$ cat src/fill_ecc_pkg.sv
package fill_ecc_pkg;
  // physical block address window kept on capture
  localparam int ADDR_HI = 42;
  localparam int ADDR_LO = 6;
  // top bit captured for a data-cache load error
  localparam int DC_ADDR_HI = 19;
  // per-quadword syndrome width
  localparam int SYND_W = 8;
  // octaword index width within a 64-byte block
  localparam int OCT_W = 2;
  // reset values
  localparam logic [SYND_W-1:0] SYND_RESET = 8'h00;
  localparam logic [ADDR_HI:ADDR_LO] ADDR_RESET = 37'h0;
  localparam logic [OCT_W-1:0] OCT_RESET = 2'h0;

  // what kind of access saw the error
  typedef enum logic [2:0] {
    SRC_IC_FILL,
    SRC_DC_FILL,
    SRC_VICTIM_MISS,
    SRC_VICTIM_EVICT,
    SRC_PROBE,
    SRC_DC_LOAD
  } err_src_t;

  // cache error status codes
  typedef enum logic [3:0] {
    STATUS_NONE,
    INSTR_FILL_BOARD_SINGLE,
    DATA_FILL_BOARD_SINGLE,
    INSTR_FILL_MEMORY_SINGLE,
    DATA_FILL_MEMORY_SINGLE,
    PROBE_HIT_SINGLE,
    DATA_CACHE_LOAD_SINGLE,
    INSTR_FILL_BOARD_DOUBLE,
    DATA_FILL_BOARD_DOUBLE,
    INSTR_FILL_MEMORY_DOUBLE,
    DATA_FILL_MEMORY_DOUBLE
  } status_code_t;

  localparam status_code_t STATUS_RESET = STATUS_NONE;
endpackage

$ cat src/scrub_if.sv
`timescale 1ns/1ps
// handshake between the error logger and the scrub sequencer
interface scrub_if;
  logic start; // one-cycle request, only while idle
  logic evict; // block goes to victim buffer
  logic writeBack; // block rewritten into data cache
  logic retry; // load queue retries the load
  logic busy; // sequence in progress
  modport ctrl(output start, input evict, input writeBack, input retry, input busy);
  modport seq(input start, output evict, output writeBack, output retry, output busy);
endinterface

$ cat src/load_scrub_seq.sv
`timescale 1ns/1ps
// evict, write back, then retry the load; one step per cycle
module load_scrub_seq (
  input wire logic sys_clk,
  input wire logic reset,
  scrub_if.seq sif
);
  typedef enum logic [1:0] {IDLE, EVICT, WRITE_BACK, RETRY} scrub_state_t;
  scrub_state_t state_r; // current step
  scrub_state_t state_nxt; // next step
  logic evict_r; // step strobes, registered
  logic writeBack_r;
  logic retry_r;

  // step order is fixed; a start while busy is never sent
  always_comb begin
    state_nxt = state_r;
    unique case (state_r)
      IDLE: if (sif.start) state_nxt = EVICT;
      EVICT: state_nxt = WRITE_BACK;
      WRITE_BACK: state_nxt = RETRY;
      RETRY: state_nxt = IDLE;
    endcase
  end

  // state register
  always_ff @(posedge sys_clk) begin
    if (reset) state_r <= IDLE;
    else state_r <= state_nxt;
  end

  // strobes line up with the step they name
  always_ff @(posedge sys_clk) begin
    if (reset) begin
      evict_r <= 1'b0;
      writeBack_r <= 1'b0;
      retry_r <= 1'b0;
    end else begin
      evict_r <= (state_nxt == EVICT);
      writeBack_r <= (state_nxt == WRITE_BACK);
      retry_r <= (state_nxt == RETRY);
    end
  end

  assign sif.evict = evict_r;
  assign sif.writeBack = writeBack_r;
  assign sif.retry = retry_r;
  assign sif.busy = (state_r != IDLE);
endmodule // load_scrub_seq

$ cat src/machine_check_pender.sv
`timescale 1ns/1ps
// holds a machine check while firmware mode is on
module machine_check_pender (
  input wire logic sys_clk,
  input wire logic reset,
  input wire logic post,
  input wire logic immediate,
  input wire logic firmwareMode,
  output logic take
);
  logic pending_r; // posted, not yet delivered
  logic take_r; // delivery pulse
  logic takeNow; // deliver this cycle

  // immediate posts bypass the firmware-mode hold
  assign takeNow = (post && immediate) || ((pending_r || post) && !firmwareMode);

  // pending flag; several posts merge into one delivery
  always_ff @(posedge sys_clk) begin
    if (reset) pending_r <= 1'b0;
    else pending_r <= (pending_r || post) && !takeNow;
  end

  // registered delivery pulse
  always_ff @(posedge sys_clk) begin
    if (reset) take_r <= 1'b0;
    else take_r <= takeNow;
  end

  assign take = take_r;
endmodule // machine_check_pender

$ cat src/fill_ecc_error_recovery.sv
`timescale 1ns/1ps
// What this block does
// - victim miss error: no fix, no status, interrupt
// - evict-block victim: raw out, nothing logged
// - instruction fill single: bad parity, flush
// - instruction fill: status and address captured
// - fill and probe singles store both syndromes
// - instruction fill single: immediate check plus interrupt
// - unused data fill word written raw, logged
// - load-used word: raw register write, queue held
// - replay trap, map stage stalled until corrected
// - scrub by evict then write back
// - retry load, set status, flag, interrupt
// - speculative load: interrupt only, no status
// - probe error: extract, interrupt, forward raw
// - probe: status, block address, syndromes
// - double fill: one of four status codes
// - double fill: check deferred in firmware mode
// - double memory fill written with original check
// - status stays accurate under fill traffic
// - data cache load: only low address bits
// - firmware-mode check held until native mode
module fill_ecc_error_recovery (
  input wire logic sys_clk,
  input wire logic reset,
  input wire logic errValid,
  input fill_ecc_pkg::err_src_t errSource,
  input wire logic errFromMemory,
  input wire logic errDouble,
  input wire logic errLoadUse,
  input wire logic errSpeculative,
  input wire logic [fill_ecc_pkg::ADDR_HI:fill_ecc_pkg::ADDR_LO] errAddr,
  input wire logic [fill_ecc_pkg::SYND_W-1:0] errSynd0,
  input wire logic [fill_ecc_pkg::SYND_W-1:0] errSynd1,
  input wire logic [fill_ecc_pkg::OCT_W-1:0] errOctaword,
  input wire logic crdEnable,
  input wire logic mchkEnable,
  input wire logic firmwareMode,
  input wire logic statusClear,
  output logic correctedReadInterrupt,
  output logic machineCheck,
  output fill_ecc_pkg::status_code_t cacheErrorStatus,
  output logic [fill_ecc_pkg::ADDR_HI:fill_ecc_pkg::ADDR_LO] errorAddress,
  output logic [fill_ecc_pkg::SYND_W-1:0] syndrome0,
  output logic [fill_ecc_pkg::SYND_W-1:0] syndrome1,
  output logic loadEccFlag,
  output logic icacheFlush,
  output logic badParityWrite,
  output logic [fill_ecc_pkg::OCT_W-1:0] badParityOctaword,
  output logic rawCacheWrite,
  output logic rawRegisterWrite,
  output logic loadQueueHold,
  output logic replayTrap,
  output logic mapStall,
  output logic scrubEvict,
  output logic scrubWriteBack,
  output logic loadRetry,
  output logic rawVictimToPort,
  output logic rawProbeForward
);
  // status code for a logged event
  function automatic fill_ecc_pkg::status_code_t statusOf(
    input fill_ecc_pkg::err_src_t src, input logic mem, input logic dbl);
    fill_ecc_pkg::status_code_t code;
    code = fill_ecc_pkg::STATUS_NONE;
    if (src == fill_ecc_pkg::SRC_PROBE) code = fill_ecc_pkg::PROBE_HIT_SINGLE;
    else if (src == fill_ecc_pkg::SRC_DC_LOAD) code = fill_ecc_pkg::DATA_CACHE_LOAD_SINGLE;
    else if (src == fill_ecc_pkg::SRC_IC_FILL)
      code = dbl ? (mem ? fill_ecc_pkg::INSTR_FILL_MEMORY_DOUBLE
                        : fill_ecc_pkg::INSTR_FILL_BOARD_DOUBLE)
                 : (mem ? fill_ecc_pkg::INSTR_FILL_MEMORY_SINGLE
                        : fill_ecc_pkg::INSTR_FILL_BOARD_SINGLE);
    else if (src == fill_ecc_pkg::SRC_DC_FILL)
      code = dbl ? (mem ? fill_ecc_pkg::DATA_FILL_MEMORY_DOUBLE
                        : fill_ecc_pkg::DATA_FILL_BOARD_DOUBLE)
                 : (mem ? fill_ecc_pkg::DATA_FILL_MEMORY_SINGLE
                        : fill_ecc_pkg::DATA_FILL_BOARD_SINGLE);
    return code;
  endfunction

  scrub_if sif(); // sequencer handshake

  // event decode, one event per cycle at most
  logic icFill; // instruction fill error
  logic dcFill; // data fill error
  logic victimMiss; // board victim on miss
  logic victimEvict; // board victim on evict-block
  logic probeHit; // probe hit error
  logic dcLoad; // data cache own error on load
  logic fillDouble; // uncorrectable fill
  logic icSingle; // correctable instruction fill
  logic loadFix; // needs replay and scrub
  logic specLoad; // speculative load, no scrub
  logic logStatus; // write status register
  logic fullAddr; // capture whole block address
  logic keepSynd; // capture syndromes
  logic crdPost; // interrupt condition, before enable
  logic mchkPost; // machine check condition, already gated by its enable
  logic scrubGo; // start accepted this cycle
  logic mchkTake; // from the pender

  assign icFill = errValid && (errSource == fill_ecc_pkg::SRC_IC_FILL);
  assign dcFill = errValid && (errSource == fill_ecc_pkg::SRC_DC_FILL);
  assign victimMiss = errValid && (errSource == fill_ecc_pkg::SRC_VICTIM_MISS);
  assign victimEvict = errValid && (errSource == fill_ecc_pkg::SRC_VICTIM_EVICT);
  assign probeHit = errValid && (errSource == fill_ecc_pkg::SRC_PROBE);
  assign dcLoad = errValid && (errSource == fill_ecc_pkg::SRC_DC_LOAD);
  assign fillDouble = (icFill || dcFill) && errDouble;
  assign icSingle = icFill && !errDouble;
  // a load needing the data: data fill used by a load, or own cache error
  assign specLoad = ((dcFill && !errDouble && errLoadUse) || dcLoad) && errSpeculative;
  assign loadFix = ((dcFill && !errDouble && errLoadUse) || dcLoad) && !errSpeculative;
  // victims and speculative loads never touch the status
  assign logStatus = icFill || (dcFill && !specLoad) || probeHit || (dcLoad && !specLoad);
  assign fullAddr = logStatus && !dcLoad;
  // the double flag only qualifies fills; a probe always keeps its syndromes
  assign keepSynd = logStatus && !fillDouble && !dcLoad;
  // doubles raise a check instead of the interrupt
  assign crdPost = icSingle || (dcFill && !errDouble) || victimMiss || probeHit || dcLoad;
  assign mchkPost = mchkEnable && (icSingle || fillDouble);
  // a second fixable load while busy is logged but not re-scrubbed
  assign scrubGo = loadFix && !sif.busy && !sif.start;

  // status register; a new event wins over a software clear
  always_ff @(posedge sys_clk) begin
    if (reset) cacheErrorStatus <= fill_ecc_pkg::STATUS_RESET;
    else if (logStatus) cacheErrorStatus <= statusOf(errSource, errFromMemory, errDouble);
    else if (statusClear) cacheErrorStatus <= fill_ecc_pkg::STATUS_RESET;
  end

  // address capture; not cleared by software, only overwritten
  always_ff @(posedge sys_clk) begin
    if (reset) errorAddress <= fill_ecc_pkg::ADDR_RESET;
    else if (fullAddr) errorAddress <= errAddr;
    else if (dcLoad && !specLoad)
      errorAddress[fill_ecc_pkg::DC_ADDR_HI:fill_ecc_pkg::ADDR_LO] <=
        errAddr[fill_ecc_pkg::DC_ADDR_HI:fill_ecc_pkg::ADDR_LO];
  end

  // syndromes of both quadwords of the failing octaword
  always_ff @(posedge sys_clk) begin
    if (reset) begin
      syndrome0 <= fill_ecc_pkg::SYND_RESET;
      syndrome1 <= fill_ecc_pkg::SYND_RESET;
    end else if (keepSynd) begin
      syndrome0 <= errSynd0;
      syndrome1 <= errSynd1;
    end
  end

  // sticky load flag, set wins over clear
  always_ff @(posedge sys_clk) begin
    if (reset) loadEccFlag <= 1'b0;
    else if (loadFix) loadEccFlag <= 1'b1;
    else if (statusClear) loadEccFlag <= 1'b0;
  end

  // interrupt pulse, gated only by its enable
  always_ff @(posedge sys_clk) begin
    if (reset) correctedReadInterrupt <= 1'b0;
    else correctedReadInterrupt <= crdPost && crdEnable;
  end

  // instruction cache side: poison octaword and flush everything in the same cycle
  always_ff @(posedge sys_clk) begin
    if (reset) begin
      icacheFlush <= 1'b0;
      badParityWrite <= 1'b0;
      badParityOctaword <= fill_ecc_pkg::OCT_RESET;
    end else begin
      icacheFlush <= icSingle;
      badParityWrite <= icSingle;
      if (icSingle) badParityOctaword <= errOctaword;
    end
  end

  // raw writes keep original check bits so later readers see the error
  always_ff @(posedge sys_clk) begin
    if (reset) begin
      rawCacheWrite <= 1'b0;
      rawRegisterWrite <= 1'b0;
    end else begin
      rawCacheWrite <= (dcFill && !errDouble && !errLoadUse) ||
                       (fillDouble && errFromMemory);
      rawRegisterWrite <= dcFill && !errDouble && errLoadUse;
    end
  end

  // uncorrected forwards to the system port
  always_ff @(posedge sys_clk) begin
    if (reset) begin
      rawVictimToPort <= 1'b0;
      rawProbeForward <= 1'b0;
    end else begin
      rawVictimToPort <= victimMiss || victimEvict;
      rawProbeForward <= probeHit;
    end
  end

  // replay trap on the load and scrub request, both in the same cycle
  always_ff @(posedge sys_clk) begin
    if (reset) begin
      replayTrap <= 1'b0;
      sif.start <= 1'b0;
    end else begin
      replayTrap <= loadFix;
      sif.start <= scrubGo;
    end
  end

  // queue entry held until the retry, map stage until the write back
  always_ff @(posedge sys_clk) begin
    if (reset) loadQueueHold <= 1'b0;
    else if (scrubGo) loadQueueHold <= 1'b1;
    else if (sif.retry) loadQueueHold <= 1'b0;
  end

  always_ff @(posedge sys_clk) begin
    if (reset) mapStall <= 1'b0;
    else if (scrubGo) mapStall <= 1'b1;
    else if (sif.writeBack) mapStall <= 1'b0;
  end

  load_scrub_seq u_scrub (
    .sys_clk(sys_clk),
    .reset(reset),
    .sif(sif.seq)
  );

  // instruction fill singles are taken at once, doubles wait for native mode
  machine_check_pender u_machine_check (
    .sys_clk(sys_clk),
    .reset(reset),
    .post(mchkPost),
    .immediate(icSingle),
    .firmwareMode(firmwareMode),
    .take(mchkTake)
  );

  assign machineCheck = mchkTake;
  assign scrubEvict = sif.evict;
  assign scrubWriteBack = sif.writeBack;
  assign loadRetry = sif.retry;
endmodule // fill_ecc_error_recovery

$ cat config.mk
export PLATFORM = sky130hd
export DESIGN_NAME = fill_ecc_error_recovery
export DESIGN_NICKNAME = d
export VERILOG_FILES = /design/src/fill_ecc_pkg.sv /design/src/scrub_if.sv /design/src/load_scrub_seq.sv /design/src/machine_check_pender.sv /design/src/fill_ecc_error_recovery.sv
export SDC_FILE = /design/constraint.sdc
export NUM_CORES = 1
export LEC_CHECK = 0
export CORE_MARGIN = 2
export CORE_UTILIZATION = 60
export CTS_CLUSTER_DIAMETER = 50
export DETAILED_ROUTE_END_ITERATION = 10
export DONT_BUFFER_PORTS = 1
export GPL_TIMING_DRIVEN = 1
export PLACE_DENSITY = 0.76
export SLEW_MARGIN = 10
export SYNTH_ARGS = -nofsm -noshare
export SYNTH_HDL_FRONTEND = slang
export SYNTH_HIERARCHICAL = 1
export SYNTH_SLANG_ARGS = --single-unit
$ cat constraint.sdc
create_clock -name sys_clk -period 3.9 [get_ports sys_clk]
set_clock_uncertainty 0.1 [all_clocks]
set_input_delay 0.585 -clock sys_clk [delete_from_list [all_inputs] [get_ports sys_clk]]
set_output_delay 0.585 -clock sys_clk [all_outputs]
set_load 0.02 [all_outputs]
* Word-level counts from Yosys, hierarchy flattened
Index checks and enable logic that the tools add are counted.
** Storage, ports and cells
- Bits in registers :: 77
- Bits in latches :: 0
- RAM bits :: 0
- ROM bits :: 0
- Bits of input ports :: 69
- Output and inout bits :: 74
- Logic and storage cells :: 114
- Memories kept :: 0
** Cells by class
- Add/sub/neg operators :: 0
- Multipliers :: 0
- Div/mod/pow operators :: 0
- $lt $le $gt $ge :: 0
- Equal/unequal tests :: 11
- Shift-type cells :: 0
- Muxes and demuxes :: 22
- Bitwise gates (word level) :: 0
- Reduce and logical (&&, ||, !) cells :: 58
** Operator list (count)
- $mux 4 :: 9
- $mux 14 :: 2
- $logic_and 1x1->1 :: 26
- $logic_or 1x1->1 :: 14
- $reduce_bool 2->1 :: 6
- $logic_not 1->1 :: 10
- $eq 2x2->1 const B :: 4
- $pmux 2 s4 :: 1
- $eq 3x2->1 const B :: 2
- $eq 3x3->1 const B :: 2
- $mux 1 :: 6
- $mux 2 :: 3
- $eq 2x1->1 const B :: 2
- $eq 3x1->1 const B :: 1
- $logic_not 3->1 :: 1
- $mux 3 :: 1
- $logic_not 2->1 :: 1

* Longest topological paths before layout
- Word-level depth :: 13
- Mapped depth :: 6
- Mapped depth without buffers :: 6

* Cells and area by module
The synthesis kept the hierarchy.
** Modules (own cells, without submodules)
- fill_ecc_error_recovery :: times used 1, cells an instance 295, area each 2946.6 um^2, sequential area each 1401.3 um^2
- load_scrub_seq :: times used 1, cells an instance 21, area each 216.5 um^2, sequential area each 100.1 um^2
- machine_check_pender :: times used 1, cells an instance 9, area each 88.8 um^2, sequential area each 40.0 um^2

* Least setup slack after synthesis
Ideal clock, no wire load.
- Path kind :: input-to-reg
- Start point :: in errSource[2]
- End point :: reg syndrome0[0] in the netlist's numbering
- Library setup time :: 0.072 ns
- Arrival time :: 1.853 ns
- Required time :: 3.728 ns
- Setup slack :: 1.875 ns
- Stages on the path :: 5
- Buffers on the path :: 1
- Cells stage by stage :: nor2_1 -> a32oi_4 -> a31oi_4 -> buf_12 -> mux2i_1
** On the way
- Cells in the longest elaborated chain, start to end :: 13
- Elaborated cells on any way between the ends :: 24
- Those cells by class :: eq/ne (3); reduce/logical (21)
** RTL lines
- from (decl) :: line fill_ecc_error_recovery.sv:27 : input fill_ecc_pkg::err_src_t errSource,
- $eq 3x1->1 :: line fill_ecc_error_recovery.sv:103 : assign dcFill = errValid && (errSource == fill_ecc_pkg::SRC_DC_FILL);
- $logic_and 1x1->1 :: line fill_ecc_error_recovery.sv:103
- $logic_and 1x1->1 (2 in series) :: line fill_ecc_error_recovery.sv:111 : assign specLoad = ((dcFill && !errDouble && errLoadUse) || dcLoad) && errSpeculative;
- $logic_or 1x1->1 :: line fill_ecc_error_recovery.sv:111
- $logic_and 1x1->1 :: line fill_ecc_error_recovery.sv:111
- $logic_not 1->1 :: line fill_ecc_error_recovery.sv:114 : assign logStatus = icFill || (dcFill && !specLoad) || probeHit || (dcLoad && !specLoad);
- $logic_and 1x1->1 :: line fill_ecc_error_recovery.sv:114
- $logic_or 1x1->1 (3 in series) :: line fill_ecc_error_recovery.sv:114
- $logic_and 1x1->1 :: line fill_ecc_error_recovery.sv:117 : assign keepSynd = logStatus && !fillDouble && !dcLoad;
- $logic_and 1x1->1 (*) :: line fill_ecc_error_recovery.sv:117
- to (signal assigned) :: line fill_ecc_error_recovery.sv:143 : syndrome0 <= fill_ecc_pkg::SYND_RESET;
- to (signal assigned) :: line fill_ecc_error_recovery.sv:146 : syndrome0 <= errSynd0;
- to (decl) :: line fill_ecc_error_recovery.sv:44 : output logic [fill_ecc_pkg::SYND_W-1:0] syndrome0,
Every way passes the cells marked *; elsewhere a longest branch is shown, timed or not.
A chain may end at the register's enable or synchronous reset.

* Worst setup path in the final report
- Start point :: in errSource[2]
- End point :: reg syndrome1[1] in the netlist's numbering
** On the way
- Cells in the longest elaborated chain, start to end :: 13
- Elaborated cells on any way between the ends :: 24
- Those cells by class :: eq/ne (3); reduce/logical (21)
** RTL lines
- $eq 3x1->1 :: line fill_ecc_error_recovery.sv:103
- $logic_and 1x1->1 :: line fill_ecc_error_recovery.sv:103
- $logic_and 1x1->1 (2 in series) :: line fill_ecc_error_recovery.sv:111
- $logic_or 1x1->1 :: line fill_ecc_error_recovery.sv:111
- $logic_and 1x1->1 :: line fill_ecc_error_recovery.sv:111
- $logic_not 1->1 :: line fill_ecc_error_recovery.sv:114
- $logic_and 1x1->1 :: line fill_ecc_error_recovery.sv:114
- $logic_or 1x1->1 (3 in series) :: line fill_ecc_error_recovery.sv:114
- $logic_and 1x1->1 :: line fill_ecc_error_recovery.sv:117
- $logic_and 1x1->1 (*) :: line fill_ecc_error_recovery.sv:117
- to (signal assigned) :: line fill_ecc_error_recovery.sv:144 : syndrome1 <= fill_ecc_pkg::SYND_RESET;
- to (signal assigned) :: line fill_ecc_error_recovery.sv:147 : syndrome1 <= errSynd1;
- to (decl) :: line fill_ecc_error_recovery.sv:45 : output logic [fill_ecc_pkg::SYND_W-1:0] syndrome1,
Marked as above.

==> results.tsv <==
metric	value	unit
port bufs	0	
warnings from Yosys	6	
Post-synth EDFFs	0	
Synth Instances	325	
TritonCTS clock tree	built	
H-tree Lvls	3	
#FFs+latches synth	77	
die area	6025	µm²
Clock transition at path regs	80	ps
# resized after CTS	0	
Max Cap Viol	0	
Final Hold Viols	0	
CP Capture Type	register	
Initial DRC Count	121	
Core Area	5172	µm²
Root Driver	clkbuf_8	
slowest cell on the critical path	a31oi_4	
final WL	6192	µm
largest net degree at the start of global routing	106	
Routability Congestion	0.7548	
antenna cell count	0	
length of the first detailed-routing pass in iterations	6	
synthesized cell area	3252	µm²
Post-synth ARST share	0	
fin. max-slew vios	0	
final worst path period need	2154	ps
effective utilization at floorplan	0.6287	
slowest stage delay, CP	630	ps
crit path max fanout	24	
Placed Cells	375	
top-area cell type share of the netlist area	0.4740	
die width	77.62	µm
nets@finish	391	
Finished Layout Cells	391	
# DRC	0	
Routed wire per std cell	15.84	µm
first-pass GRT wire length	9867	µm
Clock Latency Late Sink	340	ps
HP Class	in -> reg	
Synth-to-Final Area Change	7.003	%
I/O pin cnt	143	
Rows	26	
antenna-violating nets left	0	
maximum VDD drop	370.7	µV
leakage	1.462	nW
Congestion Overflow GR	0	
arrival time at the worst endpoint	2310	ps
crit share post-route	0.5522	
power per cell area	512.4	nW/µm²
CTS sink count	77	
WS Path Type	in -> reg	
number of global-route vias before repair	2164	
Slew HR	0.2337	
outcome	finished clean	
Die Y	77.62	µm
DR vias/cell	5.514	
Final Setup Violations	0	
Post-CTS Hold Fix Bufs	0	
gr usage total	0.2057	
Post-Synth Adder-Cell Area	0.02309	
Yosys cell types	40	
Simple-Gate Fraction of Synth Area	0.2343	
share of layout cells above drive strength 1	0.08100	
Bufs on Longest Clock Path	2	
Multi-input gate area	1543	µm²
dominant cells by area after synthesis	dfxtp_1 (47%), mux2i_1 (14%), nand2b_1 (10%), nor2_1 (3.9%), nand4b_1 (3.8%)	
multiplexer area fraction after synthesis	0.1389	
RSZ-0062 raised after global routing	false	
dpl hpwl	4242	µm
Slew @ Worst Pin	1144	ps
Worst setup SP type	input pin	
Vias	2156	
Seq/Total Area, Yosys	0.4740	
syn_area_per_cell	10.01	µm²
required time worst endpoint	4060	ps
Cell Chain, Critical Path	nor2_1 > a32oi_4 > buf_4 > a31oi_4 > mux2i_1	
largest family of logic cells by synthesized area	simple AND/OR/NAND/NOR gates	
initial antenna violation count	0	
Max Freq	464.3	MHz
Fillers	418	
setup_tns	0	ps
total CTS buffers	9	
Synth area leader	dfxtp_1	
Synthesized Nets	400	
Synth Area in XOR/XNOR	0.002693	
FF/Latch Area	1541	µm²
postcts setup bufs	0	
complex-gate fraction of the synthesized area	0.07541	
Most used DFF post-synth	dfxtp_1	
registers in the layout, summed over array words and instances, names as in the netlist, 2 cells and up:
| name | cells |
|---|---|
| cacheErrorStatus | 4 |
| errorAddress | 37 |
| u_scrub/state_r | 2 |
| syndrome0 | 8 |
| badParityOctaword | 2 |
| syndrome1 | 8 |
logic make-up after synthesis:
family / count (synthesis)
simple gates: 128
flops: 77
mux: 45
compound gates: 34
buf+inv: 34
fa+ha+maj: 6
xor+xnor: 1
stage by stage:
| stage | instance area [µm²] | hold slack (ps) | utilization | power (mW) | setup slack [ps] |
|---|---|---|---|---|---|
| after floorplan | 3252 | 338.1 | - | 1.070 | 1875 |
| after global placement | 3232 | 347.4 | 0.6248 | 1.074 | 1455 |
| after detailed placement | 3232 | 364.0 | 0.6248 | 1.080 | 1378 |
| after CTS | 3480 | 197.6 | 0.6727 | 1.798 | 1741 |
| after global routing | 3480 | 189.4 | 0.6727 | 1.855 | 1625 |
| final | 3480 | 210.0 | 0.6727 | 1.783 | 1746 |
cell type report:
| class | instances | area share |
|---|---|---|
| multi-input combinational | 214 | 0.4434 |
| sequential | 77 | 0.4430 |
| clock buffer | 10 | 0.03955 |
| clock inverter | 6 | 0.03164 |
| tap | 70 | 0.02517 |
| inverter | 12 | 0.01294 |
| timing repair buffer | 2 | 0.004315 |
critical path: cells and delay by family:
kind	cells	cell delay [ps]
and+or+nand+nor	1	370
buffers and inverters	1	280
AOI/OAI and AO/OA	2	800
muxes	1	260
final timing paths:
path	slack [ps]	start	cells after the start	endpoint
min reg2reg	380	u_machine_check/pending_r	1	u_machine_check/take
max reg2reg	2450	u_scrub/state_r[0]	5	mapStall
min	210	reset	1	errorAddress[41]
max	1750	errSource[2]	5	syndrome1[1]
layout by cell type (no fill, tap or decap), types with 2 or more instances in the layout:
cell type and count:
or4_1 2, ha_1 6, buf_4 2, bufinv_16 3
nor4bb_1 2, o21ai_0 20, a21oi_1 2, nand2_1 6
nor2_1 34, nand2b_1 53, nor4_1 3, clkinvlp_4 2
mux2i_1 44, dfxtp_1 77, nor4b_1 3, clkbuf_8 10
nor2b_1 5, inv_1 12, nand4b_1 14
where the power goes:
part           leakage (nW)  total [mW]  internal (mW)  switching (mW)
Clock                 0.119       0.723          0.441           0.282
Combinational         0.716       0.155         0.0776          0.0770
Sequential            0.627       0.906          0.831          0.0749
Total                  1.46        1.78           1.35           0.433
synth_stat cells, drive strengths merged, types with 2 or more instances:
master / number
mux2i: 44
inv: 12
dfxtp: 77
buf: 6
nand4b: 14
nand2: 6
o21ai: 21
nor4bb: 2
nor4: 3
nor2: 34
clkbuf: 16
or4: 2
nor2b: 5
nand2b: 53
ha: 6
a21oi: 3
and2b: 2
nor4b: 3
routing by layer:
layer	track usage	vias to the layer above	part of all wire
met5	0	-	0
met4	0.09107	0	0.016
met3	0.06628	8	0.078
met2	0.3431	87	0.47
met1	0.2409	982	0.44
li1	-	1079	-
Note: power is estimated with default switching activity, not from simulation.
